`src/core/dbgpm_regs.svh`:
```
`ifndef DBGPM_REGS_SVH
`define DBGPM_REGS_SVH

// ****************************************************************
// Register offsets
// ****************************************************************
`define DBGPM_OFS_DATA 8'h00
`define DBGPM_OFS_OE   8'h04
`define DBGPM_OFS_FR   8'h08
`define DBGPM_OFS_IE   8'h0c
`define DBGPM_OFS_PUP  8'h10
`define DBGPM_OFS_PDN  8'h14
`define DBGPM_OFS_IN   8'h18
`define DBGPM_OFS_CTRL 8'h1c

// ****************************************************************
// Pin positions: [6:0] port A bits 0..6, [9:7] port B bits 0..2
// ****************************************************************
`define DBGPM_A0 0
`define DBGPM_A1 1
`define DBGPM_A2 2
`define DBGPM_A3 3
`define DBGPM_B0 7
`define DBGPM_B1 8
`define DBGPM_B2 9

// ****************************************************************
// Control bits and reset values
// ****************************************************************
`define DBGPM_CTRL_SDE 0
`define DBGPM_CTRL_VIEW 1
`define DBGPM_RST_DATA 10'h000
`define DBGPM_RST_OE   10'h081
`define DBGPM_RST_FR   10'h383
`define DBGPM_RST_IE   10'h303
`define DBGPM_RST_PUP  10'h301
`define DBGPM_RST_PDN  10'h002
`define DBGPM_RST_CTRL 2'h0
`define DBGPM_STOP_KEEP 10'h081

`endif

```
`src/core/dbgpm_pkg.sv`:
```
package dbgpm_pkg;
    typedef logic [9:0] dbgpm_pins_t;
    typedef struct packed {
        dbgpm_pins_t data;
        dbgpm_pins_t oe;
        dbgpm_pins_t fr;
        dbgpm_pins_t ie;
        dbgpm_pins_t pup;
        dbgpm_pins_t pdn;
        dbgpm_pins_t sync1;
        dbgpm_pins_t sync2;
        dbgpm_pins_t pout;
        dbgpm_pins_t poe;
        logic [1:0]  ctrl;
        logic        tck_prev;
        logic        tck_rise;
        logic [31:0] rdata;
        logic        slverr;
    } dbgpm_state_s;
endpackage

```
`src/core/dbgpm_top.sv`:
```
// Functional notes
// RULE1: Debug pins also work as plain port pins.
// RULE2: Five debug pins take debug role at reset.
// RULE3: Software enables trace pins' debug role itself.
// RULE4: Bit0 is TMS or SW data; bit1 TCK.
// RULE5: Port B bit0 drives TDO, or viewer output.
// RULE6: Port B bit1 TDI, bit2 TRST; JTAG only. The code passes both inputs whatever jtag_sel is.
// RULE7: Trace clock plus four trace data outputs.
// RULE8: Reset settings for A0, A1, B0.
// RULE9: Reset settings for B1, B2, trace pins.
// RULE10: A0, B0 debug drivers stay on in STOP.
// RULE11: Software frees A1 when debug unused.
// RULE12: Host uses serial-wire or five-wire JTAG.
// RULE13: Cleared function bit gives pin to port.
//
// Chosen here: register access over APB and the register offsets.
`include "dbgpm_regs.svh"

module dbgpm_top
    import dbgpm_pkg::*;
#(
    parameter int ADDR_W = 8
) (
    input  wire logic              pclk,
    input  wire logic              presetn,
    input  wire logic              psel,
    input  wire logic              penable,
    input  wire logic              pwrite,
    input  wire logic [ADDR_W-1:0] paddr,
    input  wire logic [31:0]       pwdata,
    output logic [31:0]            prdata,
    output logic                   pready,
    output logic                   pslverr,
    input  wire logic              stop_mode,
    input  wire logic              jtag_sel,
    input  wire logic              swdio_out,
    input  wire logic              swdio_oe,
    input  wire logic              tdo,
    input  wire logic              tdo_oe,
    input  wire logic              serial_wire_viewer_output,
    input  wire logic              trace_clk,
    input  wire logic [3:0]        instr_trace_bits,
    output logic                   dbg_swdio_in,
    output logic                   dbg_tck_in,
    output logic                   dbg_tck_rise,
    output logic                   dbg_tdi_in,
    output logic                   dbg_trst_n_in,
    input  wire logic [9:0]        pin_in,
    output logic [9:0]             pin_out,
    output logic [9:0]             pin_oe,
    output logic [9:0]             pin_pu,
    output logic [9:0]             pin_pd
);

    dbgpm_state_s st_q;
    dbgpm_state_s st_d;
    dbgpm_pins_t  dbg_out;
    dbgpm_pins_t  dbg_oe;
    dbgpm_pins_t  keep;
    logic [31:0]  rd_val;
    logic         hit;
    logic         quiet;
    logic [7:0]   ofs;

    assign ofs = 8'(paddr);

    // ************************************************************
    // Register read decode
    // ************************************************************
    always_comb begin
        hit    = 1'b1;
        rd_val = 32'h0000_0000;
        unique case (ofs)
            `DBGPM_OFS_DATA: rd_val = {22'h0, st_q.data};
            `DBGPM_OFS_OE:   rd_val = {22'h0, st_q.oe};
            `DBGPM_OFS_FR:   rd_val = {22'h0, st_q.fr};
            `DBGPM_OFS_IE:   rd_val = {22'h0, st_q.ie};
            `DBGPM_OFS_PUP:  rd_val = {22'h0, st_q.pup};
            `DBGPM_OFS_PDN:  rd_val = {22'h0, st_q.pdn};
            `DBGPM_OFS_IN:   rd_val = {22'h0, st_q.sync2 & st_q.ie};
            `DBGPM_OFS_CTRL: rd_val = {30'h0, st_q.ctrl};
            default:         hit = 1'b0;
        endcase
    end

    // ************************************************************
    // Debug-side values per pin
    // ************************************************************
    always_comb begin
        dbg_out = '0;
        dbg_oe  = '0;
        // RULE4 serial-wire data
        dbg_out[`DBGPM_A0] = swdio_out;
        dbg_oe[`DBGPM_A0]  = ~jtag_sel & swdio_oe;
        // RULE7 trace port
        dbg_out[`DBGPM_A2] = trace_clk;
        dbg_oe[`DBGPM_A2]  = 1'b1;
        dbg_out[`DBGPM_A3 +: 4] = instr_trace_bits;
        dbg_oe[`DBGPM_A3 +: 4]  = 4'hf;
        // RULE5 output or viewer
        if (st_q.ctrl[`DBGPM_CTRL_VIEW]) begin
            dbg_out[`DBGPM_B0] = serial_wire_viewer_output;
            dbg_oe[`DBGPM_B0]  = 1'b1;
        end else begin
            dbg_out[`DBGPM_B0] = tdo;
            dbg_oe[`DBGPM_B0]  = tdo_oe;
        end
    end

    // RULE10 stop mode drive
    assign quiet = stop_mode & ~st_q.ctrl[`DBGPM_CTRL_SDE];
    assign keep  = st_q.fr & `DBGPM_STOP_KEEP;

    // ************************************************************
    // Next state
    // ************************************************************
    always_comb begin
        st_d = st_q;
        st_d.sync1 = pin_in;
        st_d.sync2 = st_q.sync1;
        st_d.tck_prev = st_q.sync2[`DBGPM_A1];
        st_d.tck_rise = st_q.sync2[`DBGPM_A1] & ~st_q.tck_prev;
        // Read data is captured in setup so the access needs no wait.
        if (psel && !penable) begin
            st_d.rdata  = rd_val;
            st_d.slverr = ~hit;
        end
        if (psel && penable && pwrite) begin
            unique case (ofs)
                `DBGPM_OFS_DATA: st_d.data = pwdata[9:0];
                `DBGPM_OFS_OE:   st_d.oe   = pwdata[9:0];
                `DBGPM_OFS_FR:   st_d.fr   = pwdata[9:0];
                `DBGPM_OFS_IE:   st_d.ie   = pwdata[9:0];
                `DBGPM_OFS_PUP:  st_d.pup  = pwdata[9:0];
                `DBGPM_OFS_PDN:  st_d.pdn  = pwdata[9:0];
                `DBGPM_OFS_CTRL: st_d.ctrl = pwdata[1:0];
                default: ;
            endcase
        end
        // RULE13 port takes over
        // RULE1 plain port use
        st_d.pout = (st_q.fr & dbg_out) | (~st_q.fr & st_q.data);
        st_d.poe  = (st_q.fr & dbg_oe & st_q.oe) | (~st_q.fr & st_q.oe);
        // RULE10 keep debug drivers
        if (quiet) begin
            st_d.poe = st_d.poe & keep;
        end
    end

    // ************************************************************
    // State register
    // ************************************************************
    always_ff @(posedge pclk or negedge presetn) begin
        if (!presetn) begin
            st_q <= '0;
            // RULE2 debug role at reset
            // RULE8 reset settings
            // RULE9 reset settings
            st_q.data <= `DBGPM_RST_DATA;
            st_q.oe   <= `DBGPM_RST_OE;
            st_q.fr   <= `DBGPM_RST_FR;
            st_q.ie   <= `DBGPM_RST_IE;
            st_q.pup  <= `DBGPM_RST_PUP;
            st_q.pdn  <= `DBGPM_RST_PDN;
            st_q.ctrl <= `DBGPM_RST_CTRL;
        end else begin
            st_q <= st_d;
        end
    end

    // ************************************************************
    // Outputs
    // ************************************************************
    assign pready  = 1'b1;
    assign prdata  = st_q.rdata;
    assign pslverr = st_q.slverr;
    assign pin_out = st_q.pout;
    assign pin_oe  = st_q.poe;
    // Pulls follow the pull registers directly, even while the function drives the pin.
    assign pin_pu  = st_q.pup;
    assign pin_pd  = st_q.pdn;

    // RULE4 debug inputs
    assign dbg_swdio_in = st_q.sync2[`DBGPM_A0]
                        & st_q.fr[`DBGPM_A0] & st_q.ie[`DBGPM_A0];
    assign dbg_tck_in   = st_q.sync2[`DBGPM_A1]
                        & st_q.fr[`DBGPM_A1] & st_q.ie[`DBGPM_A1];
    // The edge flag is three cycles late; the probe clock must be slow.
    assign dbg_tck_rise = st_q.tck_rise & st_q.fr[`DBGPM_A1];
    // RULE6 test data and reset
    assign dbg_tdi_in   = st_q.sync2[`DBGPM_B1]
                        & st_q.fr[`DBGPM_B1] & st_q.ie[`DBGPM_B1];
    assign dbg_trst_n_in = ~(st_q.fr[`DBGPM_B2] & st_q.ie[`DBGPM_B2])
                         | st_q.sync2[`DBGPM_B2];
endmodule // dbgpm_top

```
`config.mk`:
```
export PLATFORM = sky130hd
export DESIGN_NAME = dbgpm_top
export DESIGN_NICKNAME = d
export VERILOG_FILES = /design/src/core/dbgpm_pkg.sv /design/src/core/dbgpm_top.sv
export VERILOG_INCLUDE_DIRS = /design/src /design/src/core
export SDC_FILE = /design/constraint.sdc
export NUM_CORES = 1
export LEC_CHECK = 0
export BUFFER_PORTS_ARGS = -buffer_cell sky130_fd_sc_hd__buf_4
export CAP_MARGIN = 10
export CORE_MARGIN = 2
export CORE_UTILIZATION = 50
export CTS_CLUSTER_DIAMETER = 150
export DETAILED_ROUTE_END_ITERATION = 16
export HOLD_SLACK_MARGIN = 0.05
export PLACE_DENSITY = 0.77
export SLEW_MARGIN = 10
export SYNTH_ARGS = -nofsm -noshare
export SYNTH_HDL_FRONTEND = slang
export SYNTH_SLANG_ARGS = --single-unit
```
`constraint.sdc`:
```
create_clock -name pclk -period 2.12 [get_ports pclk]
set_clock_uncertainty 0.05 [all_clocks]
set_input_delay 0.424 -clock pclk [delete_from_list [all_inputs] [get_ports pclk]]
set_output_delay 0.424 -clock pclk [all_outputs]
set_load 0.05 [all_outputs]
```
==> implementation parameters <==
Parameter                              Value

Outcome
  Outcome ... finished, final reports clean

Clock tree
  Root buffer selected by CTS ... clkbuf_8
  H-tree Lvls ... 4
  TritonCTS buffer count ... 17
  Clock tree from TritonCTS ... built
  Maximum buffer depth of the clock tree ... 2
  Source-to-sink clock delay at the later pin of the worst-skew pair ... 520 ps
  CTS sink count ... ~120
  Buffer count from post-CTS setup fixing ... 0
  Clock-pin slew of the registers on the worst-case setup and hold paths ... 60 ps

Critical path
  Ordered list of cells on the worst path ... and3_1 -> buf_4
  Crit path buffers/inverters ... 1
  Top fanout value on the critical path ... 6
  Delay-heaviest family, CP ... flip-flops
  Startpoint Class ... flip-flop
  Data required time at the worst endpoint ... roughly 1700 ps
  Data arrival time of the critical path ... between 1000 and 1500 ps
  Slowest cell on the critical path ... dfstp_2
  Critical path's largest stage delay ... 580 ps
  CP Class ... reg -> out
  Setup crit end kind ... primary output

Place
  Number of buffer cells added on primary ports ... 100
  Number of placed instances with taps included ... 610
  HPWL after detailed placement ... around 8300 um
  Placer's final routability congestion estimate ... 0.842

Power and ir drop
  Internal power component ... 0.00421 W
  Share of total power in sequential cells ... 41.4%
  P_sw ... 0.00128 W
  Clock network fraction of design power ... 50.4%
  Net switching fraction of the power ... 23.3%
  Comb power frac ... 8.2%
  Worst-case vdd ir drop ... 531 uV
  Leakage power summed over all cells ... 3.30 nW
  Total power density per cell area ... about 820 nW/um2

Finish
  Total Nets Final ... 571
  Number of diodes added for antenna fixing ... 0
  Ratio of cells with drive above 1 in the final layout ... a little over half
  Count of fill cells added during filler insertion ... 769
  Layout Area Growth over Synthesis ... 25.0%
  Number of standard cells in the layout, taps in and fillers out ... 653

Yosys
  Share of async-settable or async-resettable flops after synthesis ... 100%
  Sequential element share of the synthesized area ... between 50% and 60%
  Cell accounting for the most synthesized area ... dfrtp_1
  Post-synth top area share ... 46.8%
  Synth warnings ... 0
  Post-synth EDFFs ... 0
  Post-synth cell types ... 48
  Cell types with the largest area share after synthesis ... dfrtp_1, mux2_2, buf_4, dfstp_2, mux4_2
  Mean Syn Cell Area ... 13.2 um2
  Syn Std Cell Area ... 5350 um2
  Yosys reg bits ... ~120
  Primary flip-flop cell chosen by synthesis mapping ... dfrtp_1
  Number of instances in the synthesized netlist ... 405

Global routing
  Vias in the first global route ... 3651
  Global-route wire length before repair ... 19600 um
  Global route total overflow ... 0
  Global-route usage over all layers ... 23.0%
  Maximum number of pins on one net before global-route repair ... 44
  Number of antenna violations at the first check in global routing ... 0

Timing
  Final setup violating endpoints ... 0
  Max Clock Freq ... 0.515 GHz
  Period minus WS final ... roughly 1900 ps
  Period utilisation layout ... between 90% and 100%
  Final hold violations ... 0
  Worst-margin pin slew ... 635 ps
  Hold Worst Slack ... 91.6 ps
  Count of final max-slew check failures ... 0
  Max-Slew Margin vs Limit ... 57.1%
  Setup repair after global routing missed its margin ... false

Routing
  Initial DRT Pass Iterations ... 5
  Via density ... roughly 5.4
  Average wire length per cell after detail routing ... 18.9 um
  Residual DRC ... 0
  Total Wirelength ... 12400 um
  Antenna-violating nets left ... 0
  Vias after detailed routing ... 3509
  DR iter-0 viols ... between 100 and 150

Floorplanning
  Std cell rows ... 37
  Effective utilization at floorplan ... roughly 52%
  Horiz. Die Dim ... 107 um
  Boundary pin count ... 146
  Y dimension of the die ... 107 um
  Area of the core ... 10400 um2
  Die area ... 11500 um2

Worst hold path
  Hold Crit Class ... in -> reg

Run
  Number of max-capacitance violations reported ... 0
## registers in the layout, indices dropped and copies added, names as in the netlist
signal   flops
prdata      10
pin_pu      10
pin_oe      10
st_d        11
pslverr      1
pin_out     10
keep         2
st_q        51
pin_pd      10
## cell usage in the layout, fill, tap and decap left out, drive strengths merged, types with 7 or more instances in the layout
cell / Yosys / routed
a32o: 7 / 7
and2: 9 / 9
and3: 8 / 8
buf: 80 / 132
clkbuf: 4 / 21
conb: 2 / 23
dfrtp: 100 / 100
dfstp: 15 / 15
dlygate4sd3: 0 / 11
mux2: 69 / 69
mux4: 8 / 8
nand2: 14 / 14
nor2: 10 / 10
nor2b: 12 / 12
o211ai: 7 / 7
## cell families after synthesis
kind of cell	synth area share [%]
simple gates	10.4
mux	18.1
compound gates	5.71
flops	54.2
other cells	0.140
buf+inv	11.6
## per-layer routing
metal	share of wire [%]	wire length, um	GRT usage, %	up-vias
met2	49	6080	37.2	177
li1	-	-	-	1561
met5	0	0	0	-
met1	41	5030	29.3	1746
met4	2.3	284	10.3	0
met3	7.7	956	5.99	25
## per-stage QoR
| stage | worst slack (ps) | area [um2] | utilization [%] | setup TNS, ps | power, W |
|---|---|---|---|---|---|
| 2_1_floorplan | 192 | 5430 | - | 0 | 0.00258 |
| 3_3_place_gp | -63.2 | 6000 | 57.9 | -496 | 0.00273 |
| 3_5_place_dp | -131 | 6000 | 57.9 | -1190 | 0.00274 |
| 4_1_cts | 158 | 6690 | 64.5 | 0 | 0.00552 |
| 5_1_grt | 123 | 6690 | 64.5 | 0 | 0.00567 |
| 6_report | 179 | 6690 | 64.5 | 0 | 0.00549 |
## Yosys cell counts, types with 3 or more instances
master and instances:
a21oi_1 3, a31oi_1 5, a32o_1 7, and2_1 9
and3_1 8, buf_2 5, buf_4 73, clkbuf_1 4
dfrtp_1 100, dfstp_2 15, mux2_2 69, mux4_2 8
nand2_1 11, nand2_2 3, nand3b_1 4, nor2_1 8
nor2b_1 12, nor3b_1 4, o211ai_1 7, o21ai_0 3
or2_2 6
## final timing paths
path / slack (ps) / depth (start not counted) / endpoint / startpoint
max in group asynchronous: 980 / 3 / st_q[115] / presetn
setup / recovery: 180 / 2 / dbg_swdio_in / keep[0]
hold reg to reg: 290 / 0 / st_q[64] / st_d[64]
min in group asynchronous: 370 / 2 / pin_out[6] / presetn
setup reg to reg: 510 / 4 / prdata[0] / st_q[35]
hold / removal: 90 / 2 / pin_out[2] / trace_clk
## worst reg2reg max path, delay by kind of cell (launching register included)
family | cells | cell delay [ps]
DFF | 1 | 420
AOI/OAI and AO/OA | 3 | 820
and+or+nand+nor | 1 | 200
## power groups by stage
stage / registers, W / logic (W) / clock network [W]
after global placement: 0.00231 / 0.000425 / 0
after global routing: 0.00228 / 0.000482 / 0.00291
after CTS: 0.00227 / 0.000451 / 0.00279
final: 0.00227 / 0.000449 / 0.00276
after detailed placement: 0.00231 / 0.000432 / 0
after floorplan: 0.00230 / 0.000281 / 0
## area by class of cell
type / count / area [um2] / share of cell area [%]
timing repair buffer: 143 / 1130 / 16.8
clock inverter: 11 / 135 / 2.02
tap: 136 / 170 / 2.54
inverter: 2 / 7.51 / 0.112
sequential: 115 / 2900 / 43.3
multi-input combinational: 225 / 1910 / 28.6
clock buffer: 21 / 439 / 6.57
## repair_timing
item	4_1_cts	5_1_grt
setup endpoints to repair	0	0
hold buffers	11	0
gates resized for setup	0	0
endpoints found under the hold margin	40	0
(Power assumes the default switching activity.)
